--- src/hw/rlc_pkg.sv ---
package rlc_pkg;
	// bus timing and identity
	localparam int CLK_HZ = 200_000_000;
	localparam int CLK_PER_MS = CLK_HZ / 1000;
	localparam logic [6:0] SMB_DEV_ADDR = 7'h5A; // arbitrary value
	localparam logic [3:0] BITS_PER_BYTE = 4'h8;
	localparam logic [3:0] LAST_TX_BIT = 4'h7;

	// register offsets
	localparam logic [7:0] OFS_SWING = 8'h25;
	localparam logic [7:0] OFS_DEEMPH = 8'h26;
	localparam logic [7:0] OFS_IDLE_THR = 8'h27;
	localparam logic [7:0] OFS_SD_CTL = 8'h28;
	localparam logic [7:0] OFS_RSV_A = 8'h29;
	localparam logic [7:0] OFS_RSV_B = 8'h2A;
	localparam logic [7:0] OFS_A0_IDLE = 8'h2B;

	// reset values
	localparam logic [7:0] RST_SWING = 8'hAD;
	localparam logic [4:0] RST_DEEMPH = 5'h02;
	localparam logic [7:0] RST_IDLE_THR = 8'h00;
	localparam logic [7:0] RST_SD_CTL = 8'h0C;
	localparam logic [7:0] RST_RSV = 8'h00;
	localparam logic [7:0] RST_A0_IDLE = 8'h00;

	// field positions
	localparam int SWING_SCP_BIT = 7;
	localparam int SWING_RATE_BIT = 6;
	localparam int IDLE_AUTO_BIT = 5;
	localparam int IDLE_SEL_BIT = 4;
	localparam int FAR_RECEIVER_PROBE_LSB = 2;

	// receiver-detect modes
	localparam logic [1:0] FAR_RECEIVER_PROBE_HIZ = 2'h0;
	localparam logic [1:0] FAR_RECEIVER_PROBE_PROBE_LIMITED = 2'h1;
	localparam logic [1:0] FAR_RECEIVER_PROBE_PROBE_FOREVER = 2'h2;
	localparam logic [1:0] FAR_RECEIVER_PROBE_FIXED_50 = 2'h3;

	// receiver probe timing
	localparam int PROBE_PERIOD_MS = 12;
	localparam int PROBE_WINDOW_MS = 600;
	localparam int PROBE_PERIOD_CYCLES = PROBE_PERIOD_MS * CLK_PER_MS;
	localparam logic [5:0] PROBE_LIMIT = 6'(PROBE_WINDOW_MS / PROBE_PERIOD_MS);

	// target state machine, one-hot
	typedef enum logic [5:0] {
		ST_IDLE = 6'h01,
		ST_RECV = 6'h02,
		ST_ACK = 6'h04,
		ST_SEND = 6'h08,
		ST_MACK = 6'h10,
		ST_SKIP = 6'h20
	} rlc_state_e;

	typedef enum logic [1:0] {
		BYTE_ADDR = 2'h0,
		BYTE_OFFS = 2'h1,
		BYTE_DATA = 2'h2
	} rlc_kind_e;
endpackage

--- src/hw/rlc_regs.sv ---
// How it works
// RQ1: swing bit 7 enables short-circuit protection
// RQ2: swing bit 6 overrides rate pin
// RQ3: host writes reserved swing bits as 101
// RQ4: swing bits 2:0 pick 0.7-1.4 V
// RQ5: de-emphasis bit 7 reads far receiver present
// RQ6: de-emphasis bits 6:5 read detected rate
// RQ7: de-emphasis bits 2:0 pick 0 to -12 dB
// RQ8: threshold bits 3:2 set idle assert level
// RQ9: threshold bits 1:0 set idle deassert level
// RQ10: shared bits 5:4 raise detect threshold range
// RQ11: shared bits 3:2 enable fast detection
// RQ12: shared bits 1:0 reduce detect gain
// RQ13: idle bit 5 hands idle to bit 4
// RQ14: manual bit 4 mutes output into idle
// RQ15: idle bits 3:2 choose receiver detection mode
// RQ16: writes to status bits ignored, reads live
module rlc_regs #(
	parameter int PROBE_CYCLES = rlc_pkg::PROBE_PERIOD_CYCLES
) (
	input wire logic core_clk,
	input wire logic rstn,
	input wire logic smb_scl,
	input wire logic smb_sda_in,
	output logic smb_sda_out,
	output logic smb_sda_oe_n,
	input wire logic lane_b3_far_rx_present,
	input wire logic [1:0] lane_b3_observed_line_rate,
	input wire logic lane_a0_far_rx_present,
	input wire logic lane_a0_idle_seen,
	output logic lane_b3_short_protect_en,
	output logic lane_b3_rate_gen12,
	output logic [2:0] lane_b3_output_swing_level,
	output logic [2:0] lane_b3_deemphasis_level,
	output logic [1:0] lane_b3_idle_assert_thr,
	output logic [1:0] lane_b3_idle_deassert_thr,
	output logic [1:0] sd_high_range,
	output logic [1:0] sd_fast_detect,
	output logic [1:0] sd_reduced_gain,
	output logic lane_a0_output_mute,
	output logic lane_a0_term_50ohm,
	output logic lane_a0_far_receiver_probe
);
	import rlc_pkg::*;

	// two-flop synchronisers for every pin input
	localparam int NSYNC = 7;
	// bus pins idle high, lane status idle low: no false edge or mute after reset
	localparam logic [NSYNC-1:0] SYNC_IDLE = 7'h60;
	logic [NSYNC-1:0] sync_raw;
	logic [NSYNC-1:0] sync_1;
	logic [NSYNC-1:0] sync_2;
	assign sync_raw = {smb_scl, smb_sda_in, lane_b3_far_rx_present, lane_b3_observed_line_rate,
		lane_a0_far_rx_present, lane_a0_idle_seen};

	genvar gi;
	generate
		for (gi = 0; gi < NSYNC; gi++) begin : g_sync
			always_ff @(posedge core_clk or negedge rstn) begin
				if (!rstn) begin
					sync_1[gi] <= SYNC_IDLE[gi];
					sync_2[gi] <= SYNC_IDLE[gi];
				end else begin
					sync_1[gi] <= sync_raw[gi];
					sync_2[gi] <= sync_1[gi];
				end
			end
		end
	endgenerate

	logic scl_s;
	logic sda_s;
	logic b3_rx_s;
	logic [1:0] b3_rate_s;
	logic a0_rx_s;
	logic a0_idle_s;
	assign {scl_s, sda_s, b3_rx_s, b3_rate_s, a0_rx_s, a0_idle_s} = sync_2;

	logic scl_p;
	logic sda_p;
	always_ff @(posedge core_clk or negedge rstn) begin
		if (!rstn) begin
			scl_p <= 1'b1;
			sda_p <= 1'b1;
		end else begin
			scl_p <= scl_s;
			sda_p <= sda_s;
		end
	end

	logic bus_start;
	logic bus_stop;
	logic scl_rise;
	logic scl_fall;
	assign bus_start = scl_s && scl_p && sda_p && !sda_s;
	assign bus_stop = scl_s && scl_p && !sda_p && sda_s;
	assign scl_rise = scl_s && !scl_p;
	assign scl_fall = !scl_s && scl_p;

	// register storage
	logic [7:0] swing;
	logic [4:0] deemph_ctl;
	logic [7:0] idle_thr;
	logic [7:0] sd_ctl;
	logic [7:0] rsv_a;
	logic [7:0] rsv_b;
	logic [7:0] a0_idle;

	// status bits come from the live synchronised inputs, never from storage
	function automatic logic [7:0] rd_mux(input logic [7:0] ofs);
		case (ofs)
			OFS_SWING: rd_mux = swing;
			OFS_DEEMPH: rd_mux = {b3_rx_s, b3_rate_s, deemph_ctl}; // RQ5 RQ6 RQ16
			OFS_IDLE_THR: rd_mux = idle_thr;
			OFS_SD_CTL: rd_mux = sd_ctl;
			OFS_RSV_A: rd_mux = rsv_a;
			OFS_RSV_B: rd_mux = rsv_b;
			OFS_A0_IDLE: rd_mux = a0_idle;
			default: rd_mux = 8'h00;
		endcase
	endfunction

	// smbus target
	rlc_state_e state;
	rlc_kind_e kind;
	logic [7:0] shreg;
	logic [3:0] bit_cnt;
	logic [7:0] ptr;
	logic rd_mode;
	logic host_nack;
	logic wr_stb;
	logic [7:0] wr_addr;
	logic [7:0] wr_data;
	logic [7:0] next_byte;
	// process form so that storage read inside the function also wakes it
	always_comb begin
		next_byte = rd_mux(ptr);
	end

	always_ff @(posedge core_clk or negedge rstn) begin
		if (!rstn) begin
			state <= ST_IDLE;
			kind <= BYTE_ADDR;
			shreg <= 8'h00;
			bit_cnt <= 4'h0;
			ptr <= 8'h00;
			rd_mode <= 1'b0;
			host_nack <= 1'b0;
			smb_sda_oe_n <= 1'b1;
			wr_stb <= 1'b0;
			wr_addr <= 8'h00;
			wr_data <= 8'h00;
		end else begin
			wr_stb <= 1'b0;
			if (bus_start) begin
				state <= ST_RECV;
				kind <= BYTE_ADDR;
				bit_cnt <= 4'h0;
				smb_sda_oe_n <= 1'b1;
			end else if (bus_stop) begin
				state <= ST_IDLE;
				smb_sda_oe_n <= 1'b1;
			end else begin
				case (state)
					ST_IDLE, ST_SKIP: begin
						smb_sda_oe_n <= 1'b1;
					end
					ST_RECV: begin
						if (scl_rise && bit_cnt < BITS_PER_BYTE) begin
							shreg <= {shreg[6:0], sda_s};
							bit_cnt <= bit_cnt + 4'h1;
						end else if (scl_fall && bit_cnt == BITS_PER_BYTE) begin
							state <= ST_ACK;
							smb_sda_oe_n <= 1'b0;
							case (kind)
								BYTE_ADDR: begin
									if (shreg[7:1] == SMB_DEV_ADDR) begin
										rd_mode <= shreg[0];
									end else begin
										// not our address: stay off the wire until the next start
										state <= ST_SKIP;
										smb_sda_oe_n <= 1'b1;
									end
									kind <= BYTE_OFFS;
								end
								BYTE_OFFS: begin
									ptr <= shreg;
									kind <= BYTE_DATA;
								end
								default: begin
									wr_stb <= 1'b1;
									wr_addr <= ptr;
									wr_data <= shreg;
									ptr <= ptr + 8'h01;
								end
							endcase
						end
					end
					ST_ACK: begin
						if (scl_fall) begin
							bit_cnt <= 4'h0;
							if (rd_mode) begin
								state <= ST_SEND;
								shreg <= next_byte;
								ptr <= ptr + 8'h01;
								smb_sda_oe_n <= next_byte[7];
							end else begin
								state <= ST_RECV;
								smb_sda_oe_n <= 1'b1;
							end
						end
					end
					ST_SEND: begin
						if (scl_fall) begin
							if (bit_cnt == LAST_TX_BIT) begin
								state <= ST_MACK;
								smb_sda_oe_n <= 1'b1;
							end else begin
								shreg <= {shreg[6:0], 1'b0};
								smb_sda_oe_n <= shreg[6];
								bit_cnt <= bit_cnt + 4'h1;
							end
						end
					end
					ST_MACK: begin
						if (scl_rise) begin
							host_nack <= sda_s;
						end else if (scl_fall) begin
							bit_cnt <= 4'h0;
							if (host_nack) begin
								state <= ST_SKIP;
							end else begin
								state <= ST_SEND;
								shreg <= next_byte;
								ptr <= ptr + 8'h01;
								smb_sda_oe_n <= next_byte[7];
							end
						end
					end
					default: begin
						state <= ST_IDLE;
						smb_sda_oe_n <= 1'b1;
					end
				endcase
			end
		end
	end

	// open drain: only the enable moves
	always_ff @(posedge core_clk or negedge rstn) begin
		if (!rstn) begin
			smb_sda_out <= 1'b0;
		end else begin
			smb_sda_out <= 1'b0;
		end
	end

	// register writes; reserved swing bits kept as written, host must keep 101
	always_ff @(posedge core_clk or negedge rstn) begin
		if (!rstn) begin
			swing <= RST_SWING; // RQ4
			deemph_ctl <= RST_DEEMPH; // RQ7
			idle_thr <= RST_IDLE_THR;
			sd_ctl <= RST_SD_CTL;
			rsv_a <= RST_RSV;
			rsv_b <= RST_RSV;
			a0_idle <= RST_A0_IDLE;
		end else if (wr_stb) begin
			case (wr_addr)
				OFS_SWING: swing <= wr_data; // RQ1 RQ2 RQ3 RQ4
				OFS_DEEMPH: deemph_ctl <= wr_data[4:0]; // RQ7 RQ16
				OFS_IDLE_THR: idle_thr <= wr_data; // RQ8 RQ9
				OFS_SD_CTL: sd_ctl <= wr_data; // RQ10 RQ11 RQ12
				OFS_RSV_A: rsv_a <= wr_data;
				OFS_RSV_B: rsv_b <= wr_data;
				OFS_A0_IDLE: a0_idle <= wr_data; // RQ13 RQ15
				default: ;
			endcase
		end
	end

	// settings driven to the lane
	assign lane_b3_short_protect_en = swing[SWING_SCP_BIT]; // RQ1
	assign lane_b3_rate_gen12 = swing[SWING_RATE_BIT]; // RQ2
	assign lane_b3_output_swing_level = swing[2:0]; // RQ4
	assign lane_b3_deemphasis_level = deemph_ctl[2:0]; // RQ7
	assign lane_b3_idle_assert_thr = idle_thr[3:2]; // RQ8
	assign lane_b3_idle_deassert_thr = idle_thr[1:0]; // RQ9
	assign sd_high_range = sd_ctl[5:4]; // RQ10
	assign sd_fast_detect = sd_ctl[3:2]; // RQ11
	assign sd_reduced_gain = sd_ctl[1:0]; // RQ12

	// idle muting
	always_ff @(posedge core_clk or negedge rstn) begin
		if (!rstn) begin
			lane_a0_output_mute <= 1'b0;
		end else if (a0_idle[IDLE_AUTO_BIT]) begin
			lane_a0_output_mute <= a0_idle[IDLE_SEL_BIT]; // RQ13 RQ14
		end else begin
			lane_a0_output_mute <= a0_idle_s; // RQ13
		end
	end

	// receiver detection: probe until found, limited mode gives up after the window
	logic [1:0] rx_mode;
	logic probing;
	logic [31:0] probe_cnt;
	logic [5:0] probe_num;
	assign rx_mode = a0_idle[FAR_RECEIVER_PROBE_LSB+1:FAR_RECEIVER_PROBE_LSB];
	assign probing = !a0_rx_s && (rx_mode == FAR_RECEIVER_PROBE_PROBE_FOREVER ||
		(rx_mode == FAR_RECEIVER_PROBE_PROBE_LIMITED && probe_num < PROBE_LIMIT));

	always_ff @(posedge core_clk or negedge rstn) begin
		if (!rstn) begin
			probe_cnt <= 32'h0;
			probe_num <= 6'h00;
			lane_a0_far_receiver_probe <= 1'b0;
		end else begin
			lane_a0_far_receiver_probe <= 1'b0;
			if (rx_mode == FAR_RECEIVER_PROBE_HIZ || rx_mode == FAR_RECEIVER_PROBE_FIXED_50 || a0_rx_s) begin
				probe_cnt <= 32'h0;
				probe_num <= 6'h00;
			end else if (probing) begin
				if (probe_cnt >= 32'(PROBE_CYCLES - 1)) begin
					probe_cnt <= 32'h0;
					probe_num <= probe_num + 6'h01;
					lane_a0_far_receiver_probe <= 1'b1; // RQ15
				end else begin
					probe_cnt <= probe_cnt + 32'h1;
				end
			end
		end
	end

	always_ff @(posedge core_clk or negedge rstn) begin
		if (!rstn) begin
			lane_a0_term_50ohm <= 1'b0;
		end else begin
			case (rx_mode)
				FAR_RECEIVER_PROBE_FIXED_50: lane_a0_term_50ohm <= 1'b1; // RQ15
				FAR_RECEIVER_PROBE_HIZ: lane_a0_term_50ohm <= 1'b0; // RQ15
				default: lane_a0_term_50ohm <= a0_rx_s; // RQ15
			endcase
		end
	end
endmodule

--- config.mk ---
export PLATFORM = sky130hd
export DESIGN_NAME = rlc_regs
export DESIGN_NICKNAME = d
export VERILOG_FILES = /design/src/hw/rlc_pkg.sv /design/src/hw/rlc_regs.sv
export SDC_FILE = /design/constraint.sdc
export NUM_CORES = 1
export LEC_CHECK = 0
export ABC_AREA = 1
export BUFFER_PORTS_ARGS = -buffer_cell sky130_fd_sc_hd__buf_2
export CAP_MARGIN = 0
export CORE_ASPECT_RATIO = 0.5
export CORE_MARGIN = 1
export CORE_UTILIZATION = 30
export CTS_CLUSTER_SIZE = 14
export DETAILED_ROUTE_END_ITERATION = 10
export GPL_ROUTABILITY_DRIVEN = 0
export PLACE_DENSITY_LB_ADDON = 0.08
export SYNTH_ARGS = -nofsm -noshare
export SYNTH_HDL_FRONTEND = slang
export SYNTH_SLANG_ARGS = --single-unit
--- constraint.sdc ---
create_clock -name core_clk -period 3.8 [get_ports core_clk]
set_input_delay 0.19 -clock core_clk [delete_from_list [all_inputs] [get_ports core_clk]]
set_output_delay 0.19 -clock core_clk [all_outputs]
set_load 0.02 [all_outputs]
# Yosys cells after proc, flatten, opt, wreduce, memory -nomap -nowiden
# Index checks and enable logic that the tools add are counted.
# totals
word_cells	229
input_bits	9
out_inout_bits	23
ff_bits	158
# classes
mux	78
n_addsub	4
n_reduce_logical	48
bitwise_logic	4
order_cmp	3
eq_ne	53
# op_table
operator	n
2-to-1 mux 8 bit	15
equality test 8 x 6 -> 1 bit, second input constant	14
2-to-1 mux 32 bit	3
2-to-1 mux 6 bit	15
one-hot mux 8 bit (7 select lines)	1
adder 32 x 1 -> 32 bit, second input constant	1
greater-or-equal comparator 32 x 22 -> 1 bit, second input constant	1
2-to-1 mux 4 bit	8
!= test 4 bit, second input constant	8
one-hot mux 8 bit (4 select lines)	1
one-hot mux 6 bit (5 select lines)	1
!= test 2 bit, second input constant	13
one-hot mux 8 bit (3 select lines)	1
2-to-1 mux 1 bit	23
AND reduction 11 bit	2
one-hot mux 4 bit (4 select lines)	1
one-hot mux 8 bit (2 select lines)	1
AND reduction 2 bit	8
!= test 3 bit, second input constant	5
AND reduction 7 bit	2
AND reduction 6 bit	2
logical AND 1 bit	11
2-to-1 mux 2 bit	5
adder 8 x 1 -> 8 bit, second input constant	1
other kinds (30)	47

# Logic depth before layout (Yosys ltp)
# Gate-level depths: netlist of run 1.
# logic_depth
word_depth	8
depth_mapped	13
ltp_nobuf	12

# Worst setup path after synthesis of run 1
# OpenSTA, ideal clock, no wires.
# synth_path
path_type	register to register
startpoint	register a0_idle[2]
endpoint	register probe_cnt[4]
arrival_time_ps	1681
path_stages_with_launch	9
t_required_ps	3680
setup_slack_ps	1999
n_path_buf	1
synth_period_minus_slack_ps	1801
setup_ps	120
path_cell_list	dfrtp_1 > inv_1 > ha_1 > nor2_1 > nand3_1 > buf_4 > nand2_1 > xor2_1 > nor2_1
# synth_between
elab_chain_len	5
elab_cells_between_ends	11
classes_between	3 x eq/ne; 1 x mux; 7 x reduce/logical
# synth_lines
element	line_no	rtl
start: declaration	rlc_regs.sv:107	logic [7:0] a0_idle;
start signal: assignment	rlc_regs.sv:276	OFS_A0_IDLE: a0_idle <= wr_data;
equality test 2 x 1 -> 1 bit	rlc_regs.sv:311	(rx_mode == FAR_RECEIVER_PROBE_PROBE_LIMITED && probe_num < PROBE_LIMIT));
logical AND 1 bit	rlc_regs.sv:311	
logical OR 1 bit	rlc_regs.sv:310	assign probing = !a0_rx_s && (rx_mode == FAR_RECEIVER_PROBE_PROBE_FOREVER ||
logical AND 1 bit	rlc_regs.sv:310	
nonzero test 2 bit (no source line)	n/a	
end signal: assignment	rlc_regs.sv:329	probe_cnt <= probe_cnt + 32'h1;
end: declaration	rlc_regs.sv:307	logic [31:0] probe_cnt;
# Parallel ways exist; a longest one is shown, timed or not.
# A chain may end at the register's enable or synchronous reset.

# Worst setup path in the final report of run 1
# layout_path
startpoint	register ptr[4]
endpoint	register shreg[6]
# layout_between
elab_chain_len	6
elab_cells_between_ends	14
classes_between	7 x eq/ne; 7 x mux
# layout_lines
element	line_no	rtl
start: declaration	rlc_regs.sv:128	logic [7:0] ptr;
start signal: assignment	rlc_regs.sv:187	ptr <= shreg;
start signal: assignment	rlc_regs.sv:194	ptr <= ptr + 8'h01;
start signal: assignment	rlc_regs.sv:205	ptr <= ptr + 8'h01;
equality test 8 x 6 -> 1 bit	rlc_regs.sv:111	case (ofs)
one-hot mux 8 bit (7 select lines) (*)	rlc_regs.sv:111	
2-to-1 mux 8 bit	rlc_regs.sv:230	if (host_nack) begin
2-to-1 mux 8 bit	rlc_regs.sv:228	end else if (scl_fall) begin
2-to-1 mux 8 bit	rlc_regs.sv:226	if (scl_rise) begin
one-hot mux 8 bit (4 select lines) (*)	rlc_regs.sv:164	case (state)
end signal: assignment	rlc_regs.sv:170	shreg <= {shreg[6:0], sda_s};
end signal: assignment	rlc_regs.sv:219	shreg <= {shreg[6:0], 1'b0};
end signal: assignment	rlc_regs.sv:234	shreg <= next_byte;
end: declaration	rlc_regs.sv:126	logic [7:0] shreg;
# Mark *: on every way between the ends. The rest lies on a longest branch, timed or not. The select of a mux whose other input is x is not followed.

==> results.sh, run 1 <==
export IMPL_routed_wl_mm=21.0
export IMPL_p_seq_share_pct=47.3
export IMPL_detail_route_wl_per_cell_um=14.7
export IMPL_final_nets=1082
export IMPL_synth_top_cells_by_count="298 x nand2_1, 142 x dfrtp_1, 126 x nor2_1"
export IMPL_internal_power_w=0.00287
export IMPL_fin_area_um2=9160
export IMPL_dr_pass1_iters=5
export IMPL_route_met3_wl_um=976
export IMPL_p_switching_w=0.00105
export IMPL_syn_to_final_growth_pct=12.6
export IMPL_avgSynthCellArea_um2=7.81
export IMPL_synth_async_reset_ratio_pct=100
export IMPL_period_share_pct=61.7
export IMPL_clk_path_buf_depth=2
export IMPL_grt_total_usage_pct=16.1
export IMPL_p_per_area_nw_per_um2=428
export IMPL_drive_gt1_share_pct=11.0
export IMPL_cts_buffers=17
export IMPL_drt_iter0_markers=449
export IMPL_synth_top_area_cell="dfrtp_1"
export IMPL_arrival_ps=2720
export IMPL_skew_ps=10.2
export IMPL_ys_seq_area_share_pct=48.8
export IMPL_met2RoutedLength_mm=9.51
export IMPL_worstSetupPathType="flip-flop to flip-flop"
export IMPL_multiInputGateArea_um2=3430
export IMPL_port_buffers=30
export IMPL_htree_levels=4
export IMPL_dpl_hpwl_mm=14.4
export IMPL_reg2regPathDepth=9
export IMPL_syn_area_um2=8140
export IMPL_antennaDiodeCount=0
export IMPL_min_from="sync_1[2]$_DFF_PN0_"
export IMPL_io_pins=32
export IMPL_slew_violations=0
export IMPL_die_w_um=235
export IMPL_regArea_um2=3970
export IMPL_ant_nets=0
export IMPL_rr_startpoint="ptr[4]$_DFFE_PN0P_"
export IMPL_critPathCaptureType="flip-flop"
export IMPL_grt_pass1_vias=6373
export IMPL_path_max_fanout=38
export IMPL_crit_required_ps=4180
export IMPL_synth_edff_count=0
export IMPL_status="finished, final reports clean"
export IMPL_nFillCells=2801
export IMPL_hold_path_end="b3_rate_s[0]$_DFF_PN0_"
export IMPL_r2r_end="shreg[6]$_DFFE_PN0P_"
export IMPL_ir_worst_vdd_v=0.000318
export IMPL_finalSetupViolCount=0
export IMPL_highest_layer="met4"
export IMPL_post_route_util_pct=34.5
export IMPL_synth_distinct_cells=39
export IMPL_hp_class="flip-flop to flip-flop"
export IMPL_hold_ws_ps=343
export IMPL_holdPathStages=0
export IMPL_power_frac_clock_pct=43.9
export IMPL_cts_root_buf="clkbuf_16"
export IMPL_hold_viol_final=0
export IMPL_place_area_um2=8500
export IMPL_r2r_slack_ps=1450
export IMPL_relSlewSlack_pct=24.0
export IMPL_start_util_pct=30.7
export IMPL_yosysMostFrequentCell="nand2_1"
export IMPL_total_leakage_power_nw=4.33
export IMPL_vias=6536
export IMPL_tns_ps=0
export IMPL_grt_pass1_wl_mm=34.5
export IMPL_period_needed_ps=2350
export IMPL_drcViolationCount=0
export IMPL_clk_pin_slew_ps=60
export IMPL_fmax_mhz=426
export IMPL_cts_tree="done"
export IMPL_grt_max_degree=88
export IMPL_ys_warn_count=0
export IMPL_grt_antenna_before_repair=0
export IMPL_die_area_um2=27800
export IMPL_syn_num_nets=1062
export IMPL_synthTopCellsByArea="dfrtp_1 44%, nand2_1 14%, nor2_1 5.8%, nand3_1 5.8%, inv_1 5.4%"
export IMPL_syn_inst=1042
export IMPL_clk_latency_ps=440
export IMPL_rsz0062_at_grt="no"
export IMPL_switching_share_pct=26.7
export IMPL_synth_seq_cells=158
export IMPL_tightest_slew_ps=1140
export IMPL_die_height_um=118
export IMPL_synth_top_area_share_pct=43.7
export IMPL_drv_cap=0
export IMPL_rows=42
export IMPL_critPathLaunchType="flip-flop"
export IMPL_power_frac_comb_pct=8.8
export IMPL_synth_main_ff_cell="dfrtp_1"
export IMPL_wirelength_met1_mm=10.3
export IMPL_core_area_um2=26500
export IMPL_drt_vias_per_instance=4.58
export IMPL_cts_sinks=158
export IMPL_overflow=0
## layer usage
layer | vias up | global-route usage (%)
li1 | 3324 | -
met1 | 3070 | 22.1
met2 | 123 | 25.1
met3 | 19 | 3.95
met4 | 0 | 4.73
met5 | - | 0
## through the flow
stage | total power [W] | setup WS [ps] | cells
after floorplan | 0.00209 | 2000 | 1042
after global placement | 0.00222 | 1430 | 1387
after detailed placement | 0.00222 | 1430 | 1387
after CTS | 0.00397 | 1420 | 1427
after global routing | 0.00411 | 1150 | 1427
final | 0.00392 | 1450 | 1427
## registers in the layout, summed over array words and instances (netlist names), 8 cells and up
register / cells
a0_idle: 8
idle_thr: 8
wr_data: 8
probe_cnt: 32
wr_addr: 8
rsv_a: 8
swing: 8
rsv_b: 8
ptr: 8
shreg: 8
sd_ctl: 8
## power by group through the flow
stage / Sequential (W) / Combinational [W] / Clock [W]
after floorplan: 0.00185 / 0.000241 / 0
after global placement: 0.00188 / 0.000339 / 0
after detailed placement: 0.00188 / 0.000342 / 0
after CTS: 0.00185 / 0.000349 / 0.00177
after global routing: 0.00186 / 0.000404 / 0.00184
final: 0.00185 / 0.000343 / 0.00172
## worst max path at each step
| stage | end | slack (ps) | start |
|---|---|---|---|
| detailed placement | shreg[6]$_DFFE_PN0P_ | 1430 | ptr[4]$_DFFE_PN0P_ |
| CTS | shreg[6]$_DFFE_PN0P_ | 1420 | ptr[4]$_DFFE_PN0P_ |
| global route | shreg[0]$_DFFE_PN0P_ | 1150 | ptr[4]$_DFFE_PN0P_ |
| finish | shreg[6]$_DFFE_PN0P_ | 1450 | ptr[4]$_DFFE_PN0P_ |
| floorplan | probe_cnt[4]$_DFFE_PN0P_ | 2000 | a0_idle[2]$_DFFE_PN0P_ |
| global placement | shreg[6]$_DFFE_PN0P_ | 1430 | ptr[4]$_DFFE_PN0P_ |
## logic make-up (layout without fill, tap and decap cells)
kind of cell,after synthesis,count (layout),synth area share [%]
compound gates,119,119,7.98
xor+xnor,20,20,2.15
fa+ha+maj,11,11,1.69
buf+inv,163,196,9.04
flops,158,158,48.8
mux,1,1,0.123
other cells,1,1,0.0461
simple gates,569,569,30.1
## timing repair
item	CTS	global route
resized for setup	0	0
hold buffers	8	0
hold endpoints to repair	81	0
setup buffers	0	0
## critical path, cell delays in order (launching register included)
cell and delay (ps):
dfrtp_1 420, inv_1 110, nand2_1 90, nor2_4 690
nand2_1 360, nand2_1 140, nor2_1 60, a21oi_2 160
nand2_1 100, a21oi_2 130
## cells in the final DEF, fill, tap and decap left out, drive strengths merged
master	Yosys	routed
mux2i	1	1
a21oi	15	15
inv	123	124
dlygate4sd3	0	8
o211ai	1	1
o21bai	2	2
nand2	304	304
xor2	16	16
a21boi	1	1
dfstp	16	16
clkinvlp	0	3
xnor2	4	4
conb	1	1
nor2	137	137
nor3	10	10
nand3	97	97
a21o	1	1
ha	11	11
clkbuf	1	24
buf	39	33
o21ai	96	96
o22ai	2	2
bufinv	0	1
a31oi	1	1
nand3b	1	1
nor4	1	1
clkinv	0	3
dfrtp	142	142
nand4	19	19
## cell type report
class                           count  area share (%)
Inverter                          123            5.07
Clock buffer                       24            5.48
Multi-Input combinational cell    721            37.4
Sequential cell                   158            43.4
Tap cell                          352            4.81
Clock inverter                      8           0.874
Timing Repair Buffer               41            2.96
Power figures use the tool's default switching activity.
==> inputs of run 2 (changes only) <==
==> constraint.sdc (replaced) <==
create_clock -name core_clk -period 2.3 [get_ports core_clk]
set_input_delay 0.115 -clock core_clk [delete_from_list [all_inputs] [get_ports core_clk]]
set_output_delay 0.115 -clock core_clk [all_outputs]
set_load 0.02 [all_outputs]
==> run 2 against run 1 <==
Effect of this change: clock-buffer cell count fell by 3; sequential power rose by 65%; clock skew fell by 0.95 ps; design area rose by 1.5%; flip-flop and latch count did not move; combinational power rose by 66%; fmax rose by 17%; clock power rose by 66%; largest power group unchanged; critical path depth rose by 3; first-iteration DRC count fell by 11%; non-clock buffer count rose by 16; sequential share of layout area fell by 0.64 points.
==> results.sh, run 2 (synthesized netlist as in run 1, its figures left out) <==
export IMPL_hold_ws_ps=217
export IMPL_cts_root_buf="clkbuf_16"
export IMPL_die_w_um=235
export IMPL_routed_wl_mm=20.6
export IMPL_die_area_um2=27800
export IMPL_clk_pin_slew_ps=60
export IMPL_cts_resized=0
export IMPL_drcViolationCount=0
export IMPL_nFillCells=2735
export IMPL_critPathCaptureType="flip-flop"
export IMPL_core_area_um2=26500
export IMPL_tns_ps=0
export IMPL_fmax_mhz=499
export IMPL_tightest_slew_ps=652
export IMPL_io_pins=32
export IMPL_slew_violations=0
export IMPL_ir_worst_vdd_v=0.000532
export IMPL_max_flop_register="probe_cnt"
export IMPL_drive_gt1_share_pct=12.2
export IMPL_antennaDiodeCount=0
export IMPL_grt_pass1_vias=6467
export IMPL_arrival_ps=2340
export IMPL_relSlewSlack_pct=56.5
export IMPL_switching_share_pct=26.6
export IMPL_total_leakage_power_nw=4.41
export IMPL_port_buffers=30
export IMPL_clk_path_buf_depth=2
export IMPL_final_nets=1098
export IMPL_regArea_um2=3970
export IMPL_fin_area_um2=9290
export IMPL_dpl_hpwl_mm=14.7
export IMPL_cts_sinks=158
export IMPL_detail_route_wl_per_cell_um=14.3
export IMPL_power_frac_clock_pct=43.9
export IMPL_clk_latency_ps=450
export IMPL_start_util_pct=30.7
export IMPL_die_height_um=118
export IMPL_status="finished, final reports clean"
export IMPL_vias=6530
export IMPL_p_per_area_nw_per_um2=697
export IMPL_rsz0062_at_grt="no"
export IMPL_worstSetupPathType="flip-flop to flip-flop"
export IMPL_internal_power_w=0.00476
export IMPL_p_seq_share_pct=47.2
export IMPL_drt_vias_per_instance=4.53
export IMPL_power_frac_comb_pct=8.8
export IMPL_crit_required_ps=2640
export IMPL_period_needed_ps=2010
export IMPL_cts_tree="done"
export IMPL_ctsHoldBuffers=8
export IMPL_cts_buffers=17
export IMPL_r2r_slack_ps=290
export IMPL_p_switching_w=0.00172
export IMPL_top_usage_layer="met2"
export IMPL_htree_levels=4
export IMPL_drv_cap=0
export IMPL_reg2regPathDepth=12
export IMPL_syn_to_final_growth_pct=14.2
export IMPL_grt_max_degree=63
export IMPL_grt_pass1_wl_mm=34.7
export IMPL_rows=42
export IMPL_path_max_fanout=8
export IMPL_skew_ps=9.23
export IMPL_critPathLaunchType="flip-flop"
export IMPL_grt_total_usage_pct=16.1
export IMPL_layout_common_cells="298 x nand2_1, 142 x dfrtp_1, 126 x nor2_1, 118 x inv_1, 94 x nand3_1"
export IMPL_finalSetupViolCount=0
export IMPL_rr_startpoint="ptr[0]$_DFFE_PN0P_"
export IMPL_hp_class="input pin to async pin"
export IMPL_cts_setup_buffers=0
export IMPL_r2r_end="shreg[2]$_DFFE_PN0P_"
export IMPL_gr_usage_met1_pct=22.2
export IMPL_layout_commonest_cell="nand2_1"
export IMPL_dr_pass1_iters=6
export IMPL_ant_nets=0
export IMPL_hold_viol_final=0
export IMPL_drt_iter0_markers=400
export IMPL_met2_usage_pct=25.0
export IMPL_largest_reg_flops=32
export IMPL_use_met3_pct=4.09
export IMPL_place_area_um2=8640
export IMPL_period_share_pct=87.2
export IMPL_grt_antenna_before_repair=0
export IMPL_multiInputGateArea_um2=3430
export IMPL_overflow=0
run 2: final cells by class:
cell class	instances	area share, %
Timing Repair Buffer	57	4.48
Clock inverter	10	1.21
Tap cell	352	4.74
Inverter	123	4.99
Sequential cell	158	42.8
Multi-Input combinational cell	721	36.9
Clock buffer	21	4.95
run 2: worst max path at each step:
stage | from | endpoint
finish | ptr[0]$_DFFE_PN0P_ | shreg[2]$_DFFE_PN0P_
global route | ptr[0]$_DFFE_PN0P_ | shreg[1]$_DFFE_PN0P_
CTS | ptr[0]$_DFFE_PN0P_ | shreg[1]$_DFFE_PN0P_
detailed placement | ptr[0]$_DFFE_PN0P_ | shreg[5]$_DFFE_PN0P_
global placement | ptr[0]$_DFFE_PN0P_ | shreg[6]$_DFFE_PN0P_
floorplan | a0_idle[2]$_DFFE_PN0P_ | probe_cnt[4]$_DFFE_PN0P_
run 2: power groups by stage:
stage / Combinational [W] / Clock (W) / Sequential (W)
after floorplan: 0.000398 / 0 / 0.00306
after global placement: 0.000562 / 0 / 0.00311
after detailed placement: 0.000563 / 0 / 0.00311
after CTS: 0.000576 / 0.00294 / 0.00306
after global routing: 0.000678 / 0.00306 / 0.00308
final: 0.000571 / 0.00285 / 0.00306
run 2: per-stage QoR:
| step | utilization [%] | power, W | instances | setup WS [ps] |
|---|---|---|---|---|
| 6_report | 35.0 | 0.00648 | 1442 | 295 |
| 5_1_grt | 35.0 | 0.00682 | 1442 | 90.5 |
| 4_1_cts | 35.0 | 0.00658 | 1442 | 266 |
| 3_5_place_dp | 32.6 | 0.00368 | 1403 | 283 |
| 3_3_place_gp | 32.6 | 0.00367 | 1403 | 284 |
| 2_1_floorplan | - | 0.00345 | 1042 | 499 |
run 2: routing by layer:
layer / part of all wire, % / wire, um
met2: 45 / 9160
met5: 0 / 0
met1: 51 / 10500
met4: 1.2 / 244
met3: 3.1 / 628
run 2: critical path, stage by stage, from the launching register on:
cell     delay (ps)
dfrtp_1         480
inv_1           100
ha_1            220
nand3_1         150
inv_1           200
nand3_1         130
nand2_1          60
nor2_1          170
nand2_1         150
nand2_1          90
nand2_1          50
nand2_1          60
nand2_1          50
